**config.mk**
```make
export PLATFORM = sky130hd
export DESIGN_NAME = onscreen_text_unit
export DESIGN_NICKNAME = d
export VERILOG_FILES = /design/src/text_unit_pkg.sv /design/src/onscreen_text_unit.sv
export SDC_FILE = /design/constraint.sdc
export NUM_CORES = 1
export LEC_CHECK = 0
export BUFFER_PORTS_ARGS = -buffer_cell sky130_fd_sc_hd__buf_2
export CAP_MARGIN = 25
export CORE_UTILIZATION = 60
export CTS_BUF_LIST = sky130_fd_sc_hd__clkbuf_2 sky130_fd_sc_hd__clkbuf_4 sky130_fd_sc_hd__clkbuf_8
export DETAILED_ROUTE_END_ITERATION = 12
export PLACE_DENSITY_LB_ADDON = 0.25
export RECOVER_POWER = 50
export SLEW_MARGIN = 25
export SYNTH_ARGS = -nofsm -noshare
export SYNTH_HDL_FRONTEND = slang
export SYNTH_SLANG_ARGS = --single-unit
```
**constraint.sdc**
```tcl
create_clock -name clk -period 7.4 [get_ports clk]
set_input_delay 0.37 -clock clk [delete_from_list [all_inputs] [get_ports clk]]
set_output_delay 0.37 -clock clk [all_outputs]
set_load 0.03 [all_outputs]
```
**src/text_unit_pkg.sv**
```systemverilog
// Shared constants for the on-screen character display controller
package text_unit_pkg;
    // Core data-space addresses outside the paged window, the window end and the two page values
    localparam logic [7:0] PAGE_REG_ADDR = 8'hE8;
    localparam logic [7:0] PORT_REG_ADDR = 8'hE4;
    localparam logic [7:0] BANK_REG_ADDR = 8'hED;
    localparam logic [7:0] WINDOW_END = 8'h40;
    localparam logic [7:0] PAGE_LINES_1_4 = 8'h20;
    localparam logic [7:0] PAGE_LINE_5 = 8'h40;
    // Offsets inside the second page
    localparam logic [5:0] OFF_VSTART = 6'h10;
    localparam logic [5:0] OFF_HSTART = 6'h11;
    localparam logic [5:0] OFF_VSPACE = 6'h12;
    localparam logic [5:0] OFF_WORD_GAP = 6'h13;
    localparam logic [5:0] OFF_BACKGROUND = 6'h14;
    localparam logic [5:0] OFF_MASTER = 6'h17;
    localparam int VSYNC_PORT_BIT = 4;
    localparam logic [7:0] REG_RESET = 8'h00;
    // Format entry (column 0) fields
    localparam int FMT_COLOUR_LSB = 4;
    localparam int FMT_BG_BIT = 3;
    localparam int FMT_VIS_BIT = 2;
    localparam int FMT_SIZE_BIT = 1;
    localparam int FMT_LGAP_BIT = 0;
    // Space entry fields; plain glyphs keep bit 6 at zero
    localparam int SPC_MARK_BIT = 6;
    localparam int SPC_COLOUR_LSB = 3;
    localparam int SPC_BG_BIT = 2;
    localparam int SPC_VIS_BIT = 1;
    localparam int SPC_GAP_BIT = 0;
    // Background register fields, then the blank bits of the vertical-spacing and horizontal-start registers
    localparam int BG1_ON_BIT = 7;
    localparam int BG1_COLOUR_LSB = 4;
    localparam int BG0_ON_BIT = 3;
    localparam int BG0_COLOUR_LSB = 0;
    localparam int SCREEN_BLANK_BIT = 6;
    localparam int SPACE_BLANK_BIT = 6;
    // Geometry and timing counts
    localparam logic [6:0] CELL_LINES = 7'd18;
    localparam logic [8:0] CELL_DOTS = 9'd6;
    localparam logic [7:0] HSTART_BASE = 8'd10;
    localparam logic [3:0] BAR_DOTS = 4'd6;
    localparam logic [2:0] LAST_LINE = 3'd4;
    localparam logic [3:0] LAST_COL = 4'd15;
    localparam int OSC_PERIOD_NS = 4;
    localparam int DOT_PERIOD_NS = 2 * OSC_PERIOD_NS;
    localparam int CLK_PER_DOT = DOT_PERIOD_NS / OSC_PERIOD_NS;
    typedef enum logic [2:0] {
        COL_BLACK = 3'h0, COL_BLUE = 3'h1, COL_GREEN = 3'h2, COL_CYAN = 3'h3,
        COL_RED = 3'h4, COL_MAGENTA = 3'h5, COL_YELLOW = 3'h6, COL_WHITE = 3'h7
    } colour_t;
    typedef enum logic [3:0] {
        H_IDLE = 4'h1, H_WAIT = 4'h2, H_CELL = 4'h4, H_BAR = 4'h8
    } hstate_t;
endpackage

```
**src/onscreen_text_unit.sv**
```systemverilog
// On-screen character display: paged core access, line walker, sync-gated oscillator
`timescale 1ns/1ps
module onscreen_text_unit
    import text_unit_pkg::*;
(
    input wire logic clk,
    input wire logic rst_n,
    input wire logic [7:0] core_addr,
    input wire logic [7:0] core_wdata,
    input wire logic core_we,
    input wire logic core_re,
    output logic [7:0] core_rdata,
    input wire logic vsync,
    input wire logic hsync,
    input wire logic glyph_pixel,
    output logic [5:0] glyph_code,
    output logic glyph_bank,
    output logic [4:0] glyph_row,
    output logic [2:0] glyph_col,
    output logic red,
    output logic green,
    output logic blue,
    output logic blank,
    output logic osc_run
);
    import text_unit_pkg::*;

    logic [6:0] ram [0:79];
    logic [7:0] page;
    logic [7:0] vstart_setup, hstart_setup, vspace_setup;
    logic [7:0] word_gap_and_size, background_setup;
    logic glyph_bank_bit, display_master_on;
    logic vsync_q, hsync_q, vsync_rise, hsync_rise;
    logic in_window, pg_low, pg_high, locked, ram_hit, master_hit, bank_hit;
    logic [6:0] ram_idx;
    logic [5:0] off;

    assign vsync_rise = vsync & ~vsync_q;
    assign hsync_rise = hsync & ~hsync_q;
    assign off = core_addr[5:0];
    assign in_window = core_addr < WINDOW_END;
    assign pg_low = page == PAGE_LINES_1_4;
    assign pg_high = page == PAGE_LINE_5;
    assign locked = display_master_on | osc_run;
    assign ram_hit = in_window & (pg_low | (pg_high & off < OFF_VSTART));
    // Line 5 sits after the 64 entries of lines 1-4
    assign ram_idx = pg_low ? {1'b0, off} : {3'b100, off[3:0]};
    assign master_hit = in_window & pg_high & off == OFF_MASTER;
    assign bank_hit = core_addr == BANK_REG_ADDR;

    always_ff @(posedge clk or negedge rst_n) begin
        if (!rst_n) begin
            vsync_q <= 1'b0;
            hsync_q <= 1'b0;
        end else begin
            vsync_q <= vsync;
            hsync_q <= hsync;
        end
    end

    // RAM has no reset; contents are undefined until software loads them
    always_ff @(posedge clk) begin
        if (core_we && ram_hit && !locked) begin
            ram[ram_idx] <= core_wdata[6:0];
        end
    end

    always_ff @(posedge clk or negedge rst_n) begin
        if (!rst_n) begin
            page <= REG_RESET;
            vstart_setup <= REG_RESET;
            hstart_setup <= REG_RESET;
            vspace_setup <= REG_RESET;
            word_gap_and_size <= REG_RESET;
            background_setup <= REG_RESET;
            glyph_bank_bit <= 1'b0;
        end else if (core_we) begin
            if (core_addr == PAGE_REG_ADDR) begin
                page <= core_wdata;
            end
            if (bank_hit && !locked) begin
                glyph_bank_bit <= core_wdata[0];
            end
            if (in_window && pg_high && !locked) begin
                unique case (off)
                    OFF_VSTART: vstart_setup <= core_wdata;
                    OFF_HSTART: hstart_setup <= core_wdata;
                    OFF_VSPACE: vspace_setup <= core_wdata;
                    OFF_WORD_GAP: word_gap_and_size <= core_wdata;
                    OFF_BACKGROUND: background_setup <= core_wdata;
                    default: ;
                endcase
            end
        end
    end

    // Master enable and oscillator: start waits for a sync, stop does not
    always_ff @(posedge clk or negedge rst_n) begin
        if (!rst_n) begin
            display_master_on <= 1'b0;
            osc_run <= 1'b0;
        end else begin
            if (core_we && master_hit) begin
                display_master_on <= core_wdata[0];
            end
            if (core_we && master_hit && !core_wdata[0]) begin
                osc_run <= 1'b0;
            end else if (display_master_on && vsync_rise) begin
                osc_run <= 1'b1;
            end
        end
    end

    always_ff @(posedge clk or negedge rst_n) begin
        if (!rst_n) begin
            core_rdata <= REG_RESET;
        end else if (core_re) begin
            core_rdata <= REG_RESET;
            if (core_addr == PORT_REG_ADDR) begin
                core_rdata[VSYNC_PORT_BIT] <= ~vsync;
            end else if (core_addr == PAGE_REG_ADDR) begin
                core_rdata <= page;
            end else if (bank_hit) begin
                core_rdata <= {7'h00, glyph_bank_bit};
            end else if (!locked && ram_hit) begin
                core_rdata <= {1'b0, ram[ram_idx]};
            end else if (!locked && in_window && pg_high) begin
                unique case (off)
                    OFF_VSTART: core_rdata <= vstart_setup;
                    OFF_HSTART: core_rdata <= hstart_setup;
                    OFF_VSPACE: core_rdata <= vspace_setup;
                    OFF_WORD_GAP: core_rdata <= word_gap_and_size;
                    OFF_BACKGROUND: core_rdata <= background_setup;
                    default: core_rdata <= REG_RESET;
                endcase
            end
        end
    end

    // Display-side walker
    logic [2:0] row;
    logic [3:0] col;
    logic [6:0] fmt, entry;
    logic [2:0] mult;
    logic [6:0] height;
    logic [9:0] vline;
    logic [6:0] rline;
    logic [7:0] gap_cnt;
    logic v_active, in_gap;
    logic [1:0] vsub, csub;
    logic [4:0] grow;
    logic [2:0] gcol;
    hstate_t hstate;
    logic half;
    logic [7:0] hcnt;
    logic [8:0] cdot, cell_dots;
    logic [3:0] bar_cnt;
    logic is_space, sbd, bg_on;
    logic [2:0] bg_colour;
    colour_t a_colour;
    logic a_bg, a_vis;

    assign fmt = ram[{row, 4'h0}];
    assign entry = ram[{row, col}];
    assign is_space = entry[SPC_MARK_BIT];
    assign sbd = hstart_setup[SPACE_BLANK_BIT];

    // Size multiplier from the global pair and the format size bit
    always_comb begin
        unique case ({word_gap_and_size[7:6], fmt[FMT_SIZE_BIT]})
            3'b000, 3'b010: mult = 3'd1;
            3'b001, 3'b100, 3'b110: mult = 3'd2;
            3'b011, 3'b101: mult = 3'd3;
            default: mult = 3'd4;
        endcase
    end
    assign height = 7'(CELL_LINES * {4'h0, mult});
    // Extra gap is (1+field) dots per size step
    assign cell_dots = 9'(CELL_DOTS * {6'h00, mult})
        + ((is_space && entry[SPC_GAP_BIT])
           ? 9'(({3'b000, word_gap_and_size[5:0]} + 9'd1) * {6'h00, mult}) : 9'd0);
    assign bg_on = a_bg ? background_setup[BG1_ON_BIT] : background_setup[BG0_ON_BIT];
    assign bg_colour = a_bg ? background_setup[BG1_COLOUR_LSB +: 3]
                            : background_setup[BG0_COLOUR_LSB +: 3];

    // Vertical walk over scan lines since vertical sync
    always_ff @(posedge clk or negedge rst_n) begin
        if (!rst_n) begin
            vline <= 10'h000;
            row <= 3'h0;
            rline <= 7'h00;
            gap_cnt <= 8'h00;
            v_active <= 1'b0;
            in_gap <= 1'b0;
            vsub <= 2'h0;
            grow <= 5'h00;
        end else if (vsync_rise) begin
            vline <= 10'h000;
            row <= 3'h0;
            v_active <= 1'b0;
            in_gap <= 1'b0;
        end else if (hsync_rise && osc_run) begin
            vline <= vline + 10'h001;
            if (!v_active && row == 3'h0 && vline + 10'h001 == {2'b00, vstart_setup[5:0], 2'b00}) begin
                v_active <= 1'b1;
                rline <= 7'h00;
                vsub <= 2'h0;
                grow <= 5'h00;
            end else if (v_active && in_gap) begin
                gap_cnt <= gap_cnt - 8'h01;
                if (gap_cnt == 8'h01) begin
                    in_gap <= 1'b0;
                    row <= row + 3'h1;
                    v_active <= row != LAST_LINE;
                end
            end else if (v_active) begin
                if (rline == height - 7'h01) begin
                    rline <= 7'h00;
                    vsub <= 2'h0;
                    grow <= 5'h00;
                    // Zero spacing is illegal, so treat it as no gap
                    if (fmt[FMT_LGAP_BIT] && vspace_setup[5:0] != 6'h00) begin
                        in_gap <= 1'b1;
                        gap_cnt <= {vspace_setup[5:0], 2'b00};
                    end else begin
                        row <= row + 3'h1;
                        v_active <= row != LAST_LINE;
                    end
                end else begin
                    rline <= rline + 7'h01;
                    vsub <= (vsub == 2'(mult - 3'h1)) ? 2'h0 : vsub + 2'h1;
                    if (vsub == 2'(mult - 3'h1)) begin
                        grow <= grow + 5'h01;
                    end
                end
            end
        end
    end

    // Horizontal walk; one dot period is two clocks
    always_ff @(posedge clk or negedge rst_n) begin
        if (!rst_n) begin
            hstate <= H_IDLE;
            half <= 1'b0;
            hcnt <= 8'h00;
            col <= 4'h0;
            cdot <= 9'h000;
            csub <= 2'h0;
            gcol <= 3'h0;
            bar_cnt <= 4'h0;
            a_colour <= COL_BLACK;
            a_bg <= 1'b0;
            a_vis <= 1'b0;
        end else if (!osc_run) begin
            hstate <= H_IDLE;
        end else if (hsync_rise) begin
            hstate <= (v_active && !in_gap) ? H_WAIT : H_IDLE;
            half <= 1'b0;
            hcnt <= 8'h00;
            col <= 4'h0;
        end else begin
            half <= ~half;
            unique case (hstate)
                H_IDLE: ;
                H_WAIT: if (half) begin
                    hcnt <= hcnt + 8'h01;
                    if (hcnt == HSTART_BASE + {2'b00, hstart_setup[5:0]}) begin
                        hstate <= H_CELL;
                        col <= 4'h1;
                        cdot <= 9'h000;
                        csub <= 2'h0;
                        gcol <= 3'h0;
                        a_colour <= colour_t'(fmt[FMT_COLOUR_LSB +: 3]);
                        a_bg <= fmt[FMT_BG_BIT];
                        a_vis <= fmt[FMT_VIS_BIT];
                    end
                end
                H_CELL: if (half) begin
                    cdot <= cdot + 9'h001;
                    csub <= (csub == 2'(mult - 3'h1)) ? 2'h0 : csub + 2'h1;
                    if (csub == 2'(mult - 3'h1)) begin
                        gcol <= gcol + 3'h1;
                    end
                    if (cdot == cell_dots - 9'h001) begin
                        cdot <= 9'h000;
                        csub <= 2'h0;
                        gcol <= 3'h0;
                        if (is_space) begin
                            a_colour <= colour_t'(entry[SPC_COLOUR_LSB +: 3]);
                            a_bg <= entry[SPC_BG_BIT];
                            a_vis <= entry[SPC_VIS_BIT];
                        end
                        if (col == LAST_COL) begin
                            hstate <= (is_space && !fmt[FMT_SIZE_BIT] && sbd) ? H_BAR : H_IDLE;
                            bar_cnt <= BAR_DOTS;
                        end else begin
                            col <= col + 4'h1;
                        end
                    end
                end
                H_BAR: if (half) begin
                    bar_cnt <= bar_cnt - 4'h1;
                    if (bar_cnt == 4'h1) begin
                        hstate <= H_IDLE;
                    end
                end
                default: hstate <= H_IDLE;
            endcase
        end
    end

    // Video outputs; glyph_pixel is expected one clock after the glyph address
    logic show_fg, show_bg, show_bar;
    assign show_fg = hstate == H_CELL && display_master_on && a_vis && !is_space
        && glyph_pixel;
    assign show_bg = hstate == H_CELL && display_master_on && a_vis && bg_on
        && !(is_space && sbd);
    assign show_bar = hstate == H_BAR && display_master_on && bg_on;

    always_ff @(posedge clk or negedge rst_n) begin
        if (!rst_n) begin
            {red, green, blue} <= COL_BLACK;
            blank <= 1'b0;
            glyph_code <= 6'h00;
            glyph_bank <= 1'b0;
            glyph_row <= 5'h00;
            glyph_col <= 3'h0;
        end else begin
            if (show_fg) begin
                {red, green, blue} <= a_colour;
            end else if (show_bg || show_bar) begin
                {red, green, blue} <= bg_colour;
            end else begin
                {red, green, blue} <= COL_BLACK;
            end
            blank <= show_fg | show_bg | show_bar | vspace_setup[SCREEN_BLANK_BIT];
            glyph_code <= entry[5:0];
            glyph_bank <= glyph_bank_bit;
            glyph_row <= grow;
            glyph_col <= gcol;
        end
    end
endmodule

```
=== Word level (Yosys, flattened, before mapping) ===
Memories as Yosys holds them, arrays and structs flattened.
Cells that the tools add are included.
Widths: inputs -> output; s select.

* $lt $le $gt $ge: 2
* Add/sub/neg operators: 18
* Multiply operators: 3
* Multiplexer cells: 130
* Bitwise logic cells: 18
* Eq/ne operators: 57
* Reductions and logical operators: 78

{| class="wikitable"
|+ Operators with widths
! kind !! number
|-
| $mux 8 || 11
|-
| $mux 4 || 21
|-
| $mux 3 || 20
|-
| $mux 9 || 5
|-
| $pmux 8 s5 || 1
|-
| $mux 1 || 39
|-
| $eq 6x5->1 const B || 6
|-
| $mux 7 || 5
|-
| $logic_and 1x1->1 || 29
|-
| $ne 4x4->1 const B || 7
|-
| $ne 3x3->1 const B || 9
|-
| $mux 5 || 5
|-
| $eq 8x8->1 const B || 3
|-
| $reduce_and 6->1 || 4
|-
| $mux 2 || 11
|-
| $reduce_and 7->1 || 3
|-
| $mux 10 || 2
|-
| $reduce_bool 2->1 || 10
|-
| $ne 2x2->1 const B || 9
|-
| $pmux 9 s2 || 1
|-
| $reduce_and 3->1 || 6
|-
| $pmux 4 s2 || 2
|-
| $pmux 4 s4 || 1
|-
| $reduce_and 8->1 || 2
|-
| 55 further kinds || 94
|}

* Flip-flop bits (word level): 157
* Output and inout port bits: 28
* Logic and storage cells: 346
* Memories: 1
* RAM bits: 560

{| class="wikitable"
|+ Memories
! memory !! words !! width !! read ports !! clocked after memory_dff !! write ports !! RTL line !! RTL
|-
| ram || 80 || 7 || 3 || 0 || 1 || onscreen_text_unit.sv:28 || <nowiki>logic [6:0] ram [0:79];</nowiki>
|}

=== Longest topological paths before layout ===
An unclocked memory read counts as a cell.

* Depth in word-level cells: 14
* Mapped depth: 25
* Mapped depth without buffers: 24

=== Least setup slack after synthesis ===
Ideal clock, no wire load.

* Kind: reg-to-reg
* Start: reg row[0]
* End: reg gcol[0]
* Library setup time: 0.125 ns
* Cell stages (with the launch flop): 24
* Slack: 1.566 ns
* Data required time: 7.275 ns
* Arrival: 5.709 ns
* Path through: dfrtp_1 or2_1 o221a_4 or3_1 nand2_1 buf_2 nor2_1 fa_1 ha_1 inv_1 fa_1 xnor2_1 nand2_1 ha_1 inv_1 ha_1 xor2_1 or3_1 a2111oi_0 o21ai_0 a211o_1 a31oi_4 nor2_1 mux2_2

* Longest elaborated chain between the ends: 12

{| class="wikitable"
|+ Ends and longest elaborated chain
! what !! RTL line !! RTL
|-
| start, declared || onscreen_text_unit.sv:141 || <nowiki>logic [2:0] row;</nowiki>
|-
| start signal, assigned || onscreen_text_unit.sv:213 || <nowiki>row <= row + 3'h1;</nowiki>
|-
| start signal, assigned || onscreen_text_unit.sv:226 || <nowiki>row <= row + 3'h1;</nowiki>
|-
| $mem_v2 80x7 * || n/a ||
|-
| $eq 3x1->1 (tied with other cells) || onscreen_text_unit.sv:170 || <nowiki>unique case ({word_gap_and_size[7:6], fmt[FMT_SIZE_BIT]})</nowiki>
|-
| $reduce_or 3->1 / $reduce_or 2->1 (equally long branches) || onscreen_text_unit.sv:170 ||
|-
| $pmux 3 s3 || onscreen_text_unit.sv:170 ||
|-
| $mul 7x3->9 || onscreen_text_unit.sv:181 || <nowiki>? 9'(({3'b000, word_gap_and_size[5:0]} + 9'd1) * {6'h00, mult}) : 9'd0);</nowiki>
|-
| $mux 9 || onscreen_text_unit.sv:181 ||
|-
| $add 6x9->9 || onscreen_text_unit.sv:180 || <nowiki>+ ((is_space && entry[SPC_GAP_BIT])</nowiki>
|-
| $sub 9x1->9 || onscreen_text_unit.sv:284 || <nowiki>if (cdot == cell_dots - 9'h001) begin</nowiki>
|-
| $eq 9x9->1 || onscreen_text_unit.sv:284 ||
|-
| $mux 3 || onscreen_text_unit.sv:284 ||
|-
| $mux 3 || onscreen_text_unit.sv:278 || <nowiki>H_CELL: if (half) begin</nowiki>
|-
| $pmux 3 s2 || onscreen_text_unit.sv:263 || <nowiki>unique case (hstate)</nowiki>
|-
| end signal, assigned || onscreen_text_unit.sv:282 || <nowiki>gcol <= gcol + 3'h1;</nowiki>
|-
| end, declared || onscreen_text_unit.sv:152 || <nowiki>logic [2:0] gcol;</nowiki>
|}

Every way passes the cells marked *; elsewhere a longest branch is shown, timed or not. The select of a mux whose other input is x is not followed.
A chain may end at the register's enable or synchronous reset.

=== Worst setup path in the final report ===
* Start: reg row[2]
* End: reg bar_cnt[3]

* Longest elaborated chain between the ends: 11

{| class="wikitable"
|+ Ends and longest elaborated chain
! what !! RTL line !! RTL
|-
| $mem_v2 80x7 * || n/a ||
|-
| $eq 3x1->1 (tied with other cells) || onscreen_text_unit.sv:170 ||
|-
| $reduce_or 3->1 / $reduce_or 2->1 (equally long branches) || onscreen_text_unit.sv:170 ||
|-
| $pmux 3 s3 || onscreen_text_unit.sv:170 ||
|-
| $mul 7x3->9 || onscreen_text_unit.sv:181 ||
|-
| $mux 9 || onscreen_text_unit.sv:181 ||
|-
| $add 6x9->9 * || onscreen_text_unit.sv:180 ||
|-
| $sub 9x1->9 * || onscreen_text_unit.sv:284 ||
|-
| $eq 9x9->1 * || onscreen_text_unit.sv:284 ||
|-
| $ne 2x2->1 (no source line) * || n/a ||
|-
| $reduce_and 7->1 (no source line) * || n/a ||
|-
| end signal, assigned || onscreen_text_unit.sv:302 || <nowiki>bar_cnt <= bar_cnt - 4'h1;</nowiki>
|-
| end, declared || onscreen_text_unit.sv:157 || <nowiki>logic [3:0] bar_cnt;</nowiki>
|}

Every way passes the cells marked *; elsewhere a longest branch is shown, timed or not.

==> results.txt <==
The start point of the worst hold path is glyph_pixel. The leading cell type by number of instances after synthesis is sky130_fd_sc_hd__edfxtp_1. The final max-slew violation count is 753. The initial utilization of the core area, before any placement, comes to 0.606. Counting every sink on the clock net gives 717. The flow ran to the end, but the final reports show violations. VDD sags by at most ~210 uV. The total count of hold-check failures in the final report was 0. The number of nets with antenna violations after routing is 0. The cell at the root of the clock tree is sky130_fd_sc_hd__clkbuf_8. The worst hold path passes through 5 cells. The netlist area before placement came out at 0.0357 mm^2. The worst clock skew is 0.0474 ns.

Summed over all nets, the switching power comes to 2.30 mW. At the end of the flow, the number of nets in the layout was between 2000 and 2500. The worst setup path is of the register to register kind.

The overall power consumption came out at 9.01 mW. The number of synthesized flops with an enable pin is 560. Across all layers, the routed design uses 22300 vias.

The worst register-to-register path begins at row[2]. The global-route wire length before repair came out at 142000 um. TritonCTS built the clock tree. The floorplan step defined a die boundary enclosing between 0.06 and 0.07 mm^2. The number of antenna violations at the first check in global routing is 3.

Routability-driven placement finished with a final weighted congestion of slightly above 0.9. The layout overhead on the synthesized area is 9.46%. Of the total power, the share spent switching nets is 0.255.

By count the netlist is led by sky130_fd_sc_hd__edfxtp_1 (560), sky130_fd_sc_hd__mux4_2 (341), sky130_fd_sc_hd__nor2_1 (186), sky130_fd_sc_hd__dfrtp_1 (156), sky130_fd_sc_hd__nand2_1 (137). The smallest clock period supported by the final layout is computed as 6.99 ns. The aggregate negative setup slack is 0 ns. The worst hold path terminates at blank. The proportion of netlist area held by the largest area contributor is 0.471. The placement-stage cell area came out at 0.0367 mm^2. The floorplan step set the die width to 246 um. The number of search-and-repair iterations in the first detailed-routing pass came out at 6. The largest net degree at the start of global routing is 159. The share of total power in the clock network came out at 0.396. Setup repair after global routing left no endpoint under its margin.

The power density over cell area is 231 mW/mm^2. The number of warnings printed during yosys synthesis is 0. The dominant register cell in the synthesized netlist is sky130_fd_sc_hd__edfxtp_1.

After synthesis, the netlist uses 76 different library cells. The average via count per standard cell came out at 7.01. After legalization and detailed placement, the total HPWL measured 61900 um. The cell row count is 89. STA puts the critical path data required time at 8.04 ns. Summing all non-filler instances in the final layout gives an area of 0.0391 mm^2. The sequential group share of total power is 0.491.

The wire length per cell after detailed routing is 29.6 um. The maximum buffer depth of the clock tree came out at 3. In this run the static leakage power is 13.4 nW.

The final number of setup-violating endpoints came out at 0. The cell taking the most area after synthesis is sky130_fd_sc_hd__edfxtp_1. Dividing the final minimum period by the clock period gives 0.944. The number of instances in the synthesized netlist came out at approximately 2200. The launching element type of the critical path is a register. The post-synthesis sequential element count came out at 717. The all-layer global routing usage is 0.321. In this run the standard cell core region covers ~0.06 mm^2. For this design the top-level I/O count stands at 51. Data arrives at the worst endpoint at 7.62 ns.

The CTS clock-pin slew for the worst setup and hold paths came out at 0.06 ns. The post-synthesis sequential area ratio came out at 0.581. The worst register-to-register path ends at bar_cnt[3]. The later-pin clock latency in the skew report is 0.76 ns. The checks that failed: max-capacitance violations, max-slew violations. The count of routing violations after the opening detailed-route iteration is approximately 2800. The internal portion of the total power is between 6 and 7 mW. The number of buffers added by the clock tree synthesis step is 115.

The total routed wirelength came out at 94000 um. The number of nets in the synthesized netlist is around 2300. The fraction of layout instances using a drive strength above 1 came out at 0.284. The final global-route overflow total is 0. The length in cells of the worst reg-to-reg path came out at 23. The worst slew slack as a fraction of its limit is -2.41. The via count of the first global-routing pass came to around 22000.

The number of H-tree levels came out at 3. A synthesized cell averages 16.1 um^2. After synthesis, the cell types taking the most area are sky130_fd_sc_hd__edfxtp_1 (47%), sky130_fd_sc_hd__mux4_2 (22%), sky130_fd_sc_hd__dfrtp_1 (11%), sky130_fd_sc_hd__mux2_2 (2.6%), sky130_fd_sc_hd__nor2_1 (2.0%). At the pin with the least slew margin, the transition time is 5.12 ns.

Of the total power, combinational logic draws 0.112. In this run the vertical extent of the chip is ~250 um. The share of flip-flops with an asynchronous set or reset after synthesis is 0.219. The path type of the worst min-delay path is input port to register. For this run, design rule violations remaining after detail routing come to 0. The kind of end point of the critical path is a register. The number of maximum-capacitance constraint violations is 10. The count of input and output buffers came out at 50. The maximum operating frequency came out at 143 MHz. The peak fanout along the critical path is 10. The reg-to-reg setup timing slack is 0.41 ns.
[stage by stage]
stage | utilization | worst slack (ns) | cells | hold WS, ns
5_1_grt | 0.663 | 0.0443 | 3176 | 0.184
6_report | 0.663 | 0.413 | 3177 | 0.188
4_1_cts | 0.664 | 0.191 | 3175 | 0.150
2_1_floorplan | - | 1.57 | 2224 | 0.0744
3_3_place_gp | 0.622 | 0.470 | 2953 | 0.377
3_5_place_dp | 0.622 | 0.236 | 2953 | 0.383
[power groups by stage]
stage	Combinational, mW	Sequential (mW)	Clock, mW
global route	1.08	4.43	3.78
CTS	1.00	4.42	3.60
detailed placement	0.998	4.50	0
global placement	0.976	4.50	0
floorplan	0.637	4.50	0
finish	1.01	4.43	3.57
[critical path: stages, from the launching register on]
cell and delay [ns]:
sky130_fd_sc_hd__dfrtp_1 0.42, sky130_fd_sc_hd__nand2b_1 0.31, sky130_fd_sc_hd__o221ai_2 0.54, sky130_fd_sc_hd__nand3_1 0.35, sky130_fd_sc_hd__o21ai_1 0.42, sky130_fd_sc_hd__nor2_1 0.14
sky130_fd_sc_hd__fa_1 0.53, sky130_fd_sc_hd__ha_1 0.20, sky130_fd_sc_hd__inv_1 0.08, sky130_fd_sc_hd__fa_1 0.47, sky130_fd_sc_hd__nand2b_1 0.16, sky130_fd_sc_hd__ha_1 0.29
sky130_fd_sc_hd__inv_1 0.04, sky130_fd_sc_hd__ha_1 0.32, sky130_fd_sc_hd__inv_1 0.08, sky130_fd_sc_hd__o21a_1 0.20, sky130_fd_sc_hd__o21ai_0 0.20, sky130_fd_sc_hd__o211ai_1 0.14
sky130_fd_sc_hd__xnor2_1 0.41, sky130_fd_sc_hd__nor4b_1 0.19, sky130_fd_sc_hd__o311ai_4 0.56, sky130_fd_sc_hd__nand3_2 0.31, sky130_fd_sc_hd__nor3b_1 0.25, sky130_fd_sc_hd__a31o_2 0.24
[worst max path at each step]
stage	startpoint	end	slack (ns)	cells after the start
2_1_floorplan	row[0]	gcol[0]	1.57	23
3_3_place_gp	row[0]	gcol[0]	0.47	22
3_5_place_dp	row[0]	a_vis	0.24	22
4_1_cts	row[0]	a_bg	0.19	22
5_1_grt	row[2]	bar_cnt[3]	0.04	23
6_report	row[2]	bar_cnt[3]	0.41	23
[cell families (layout without fill, tap and decap cells)]
logic type	count (synthesis)	in the layout	share of synthesized area
AOI/OAI and AO/OA	229	229	0.0445
xor gates and xnor gates	69	69	0.0175
adders and majority gates	45	45	0.0172
buffers and inverters	180	359	0.0209
DFF	717	717	0.581
muxes	453	453	0.249
other	0	1	0
and+or+nand+nor	531	531	0.0692
[routing by layer]
metal	share of wire	global-route usage	wire length, um
met1	0.37	0.447	34900
met2	0.48	0.495	45100
met3	0.11	0.0847	10800
met4	0.035	0.109	3300
met5	0.00014	0	13
[what timing repair did]
item / 4_1_cts / 5_1_grt
gates resized for setup: 0 / 3
hold endpoints to repair: 108 / 0
setup endpoints to repair: 0 / 26
hold buffers: 6 / 0
buffers inserted: 0 / 0
[cell type report]
cell class,count,area [um^2]
sequential,717,20800
fill,3902,19800
multi-input combinational,1327,14200
clock buffer,145,1810
tap,773,967
clock inverter,71,596
timing repair buffer,90,523
inverter,53,199
antenna,1,2.50
[cells in the final DEF, fill, tap and decap left out, types with 18 or more instances in the layout]
cell                       synthesis  routed
sky130_fd_sc_hd__xor2_1           33      33
sky130_fd_sc_hd__nor2_1          186     186
sky130_fd_sc_hd__mux2_2           84      84
sky130_fd_sc_hd__nor3_1           30      30
sky130_fd_sc_hd__inv_1            52      52
sky130_fd_sc_hd__nand4_1          18      18
sky130_fd_sc_hd__nand2_1         137     137
sky130_fd_sc_hd__ha_1             38      38
sky130_fd_sc_hd__a21oi_1          43      43
sky130_fd_sc_hd__buf_4             7      24
sky130_fd_sc_hd__nand3_1          60      60
sky130_fd_sc_hd__nor2b_1          18      18
sky130_fd_sc_hd__xnor2_1          34      34
sky130_fd_sc_hd__clkinv_1          0      36
sky130_fd_sc_hd__mux4_2          341     341
sky130_fd_sc_hd__mux2i_1          28      28
sky130_fd_sc_hd__clkbuf_1         64      39
sky130_fd_sc_hd__clkbuf_4          0      30
sky130_fd_sc_hd__edfxtp_1        560     560
sky130_fd_sc_hd__dfrtp_1         156     153
sky130_fd_sc_hd__o21ai_0          57      57
sky130_fd_sc_hd__clkbuf_8          0     115
[sequential cells by signal, summed over array words and instances (netlist names), 4 cells and up]
signal and count:
grow 5, ram 560, cdot 9, hcnt 8
vline 10, col 4, core_rdata 8, word_gap_and_size 8
glyph_code 6, gap_cnt 8, vstart_setup 8, background_setup 8
glyph_row 5, rline 7, vspace_setup 8, hstate 4
hstart_setup 8, bar_cnt 4, page 8
Note: power is estimated with default switching activity, not from simulation.
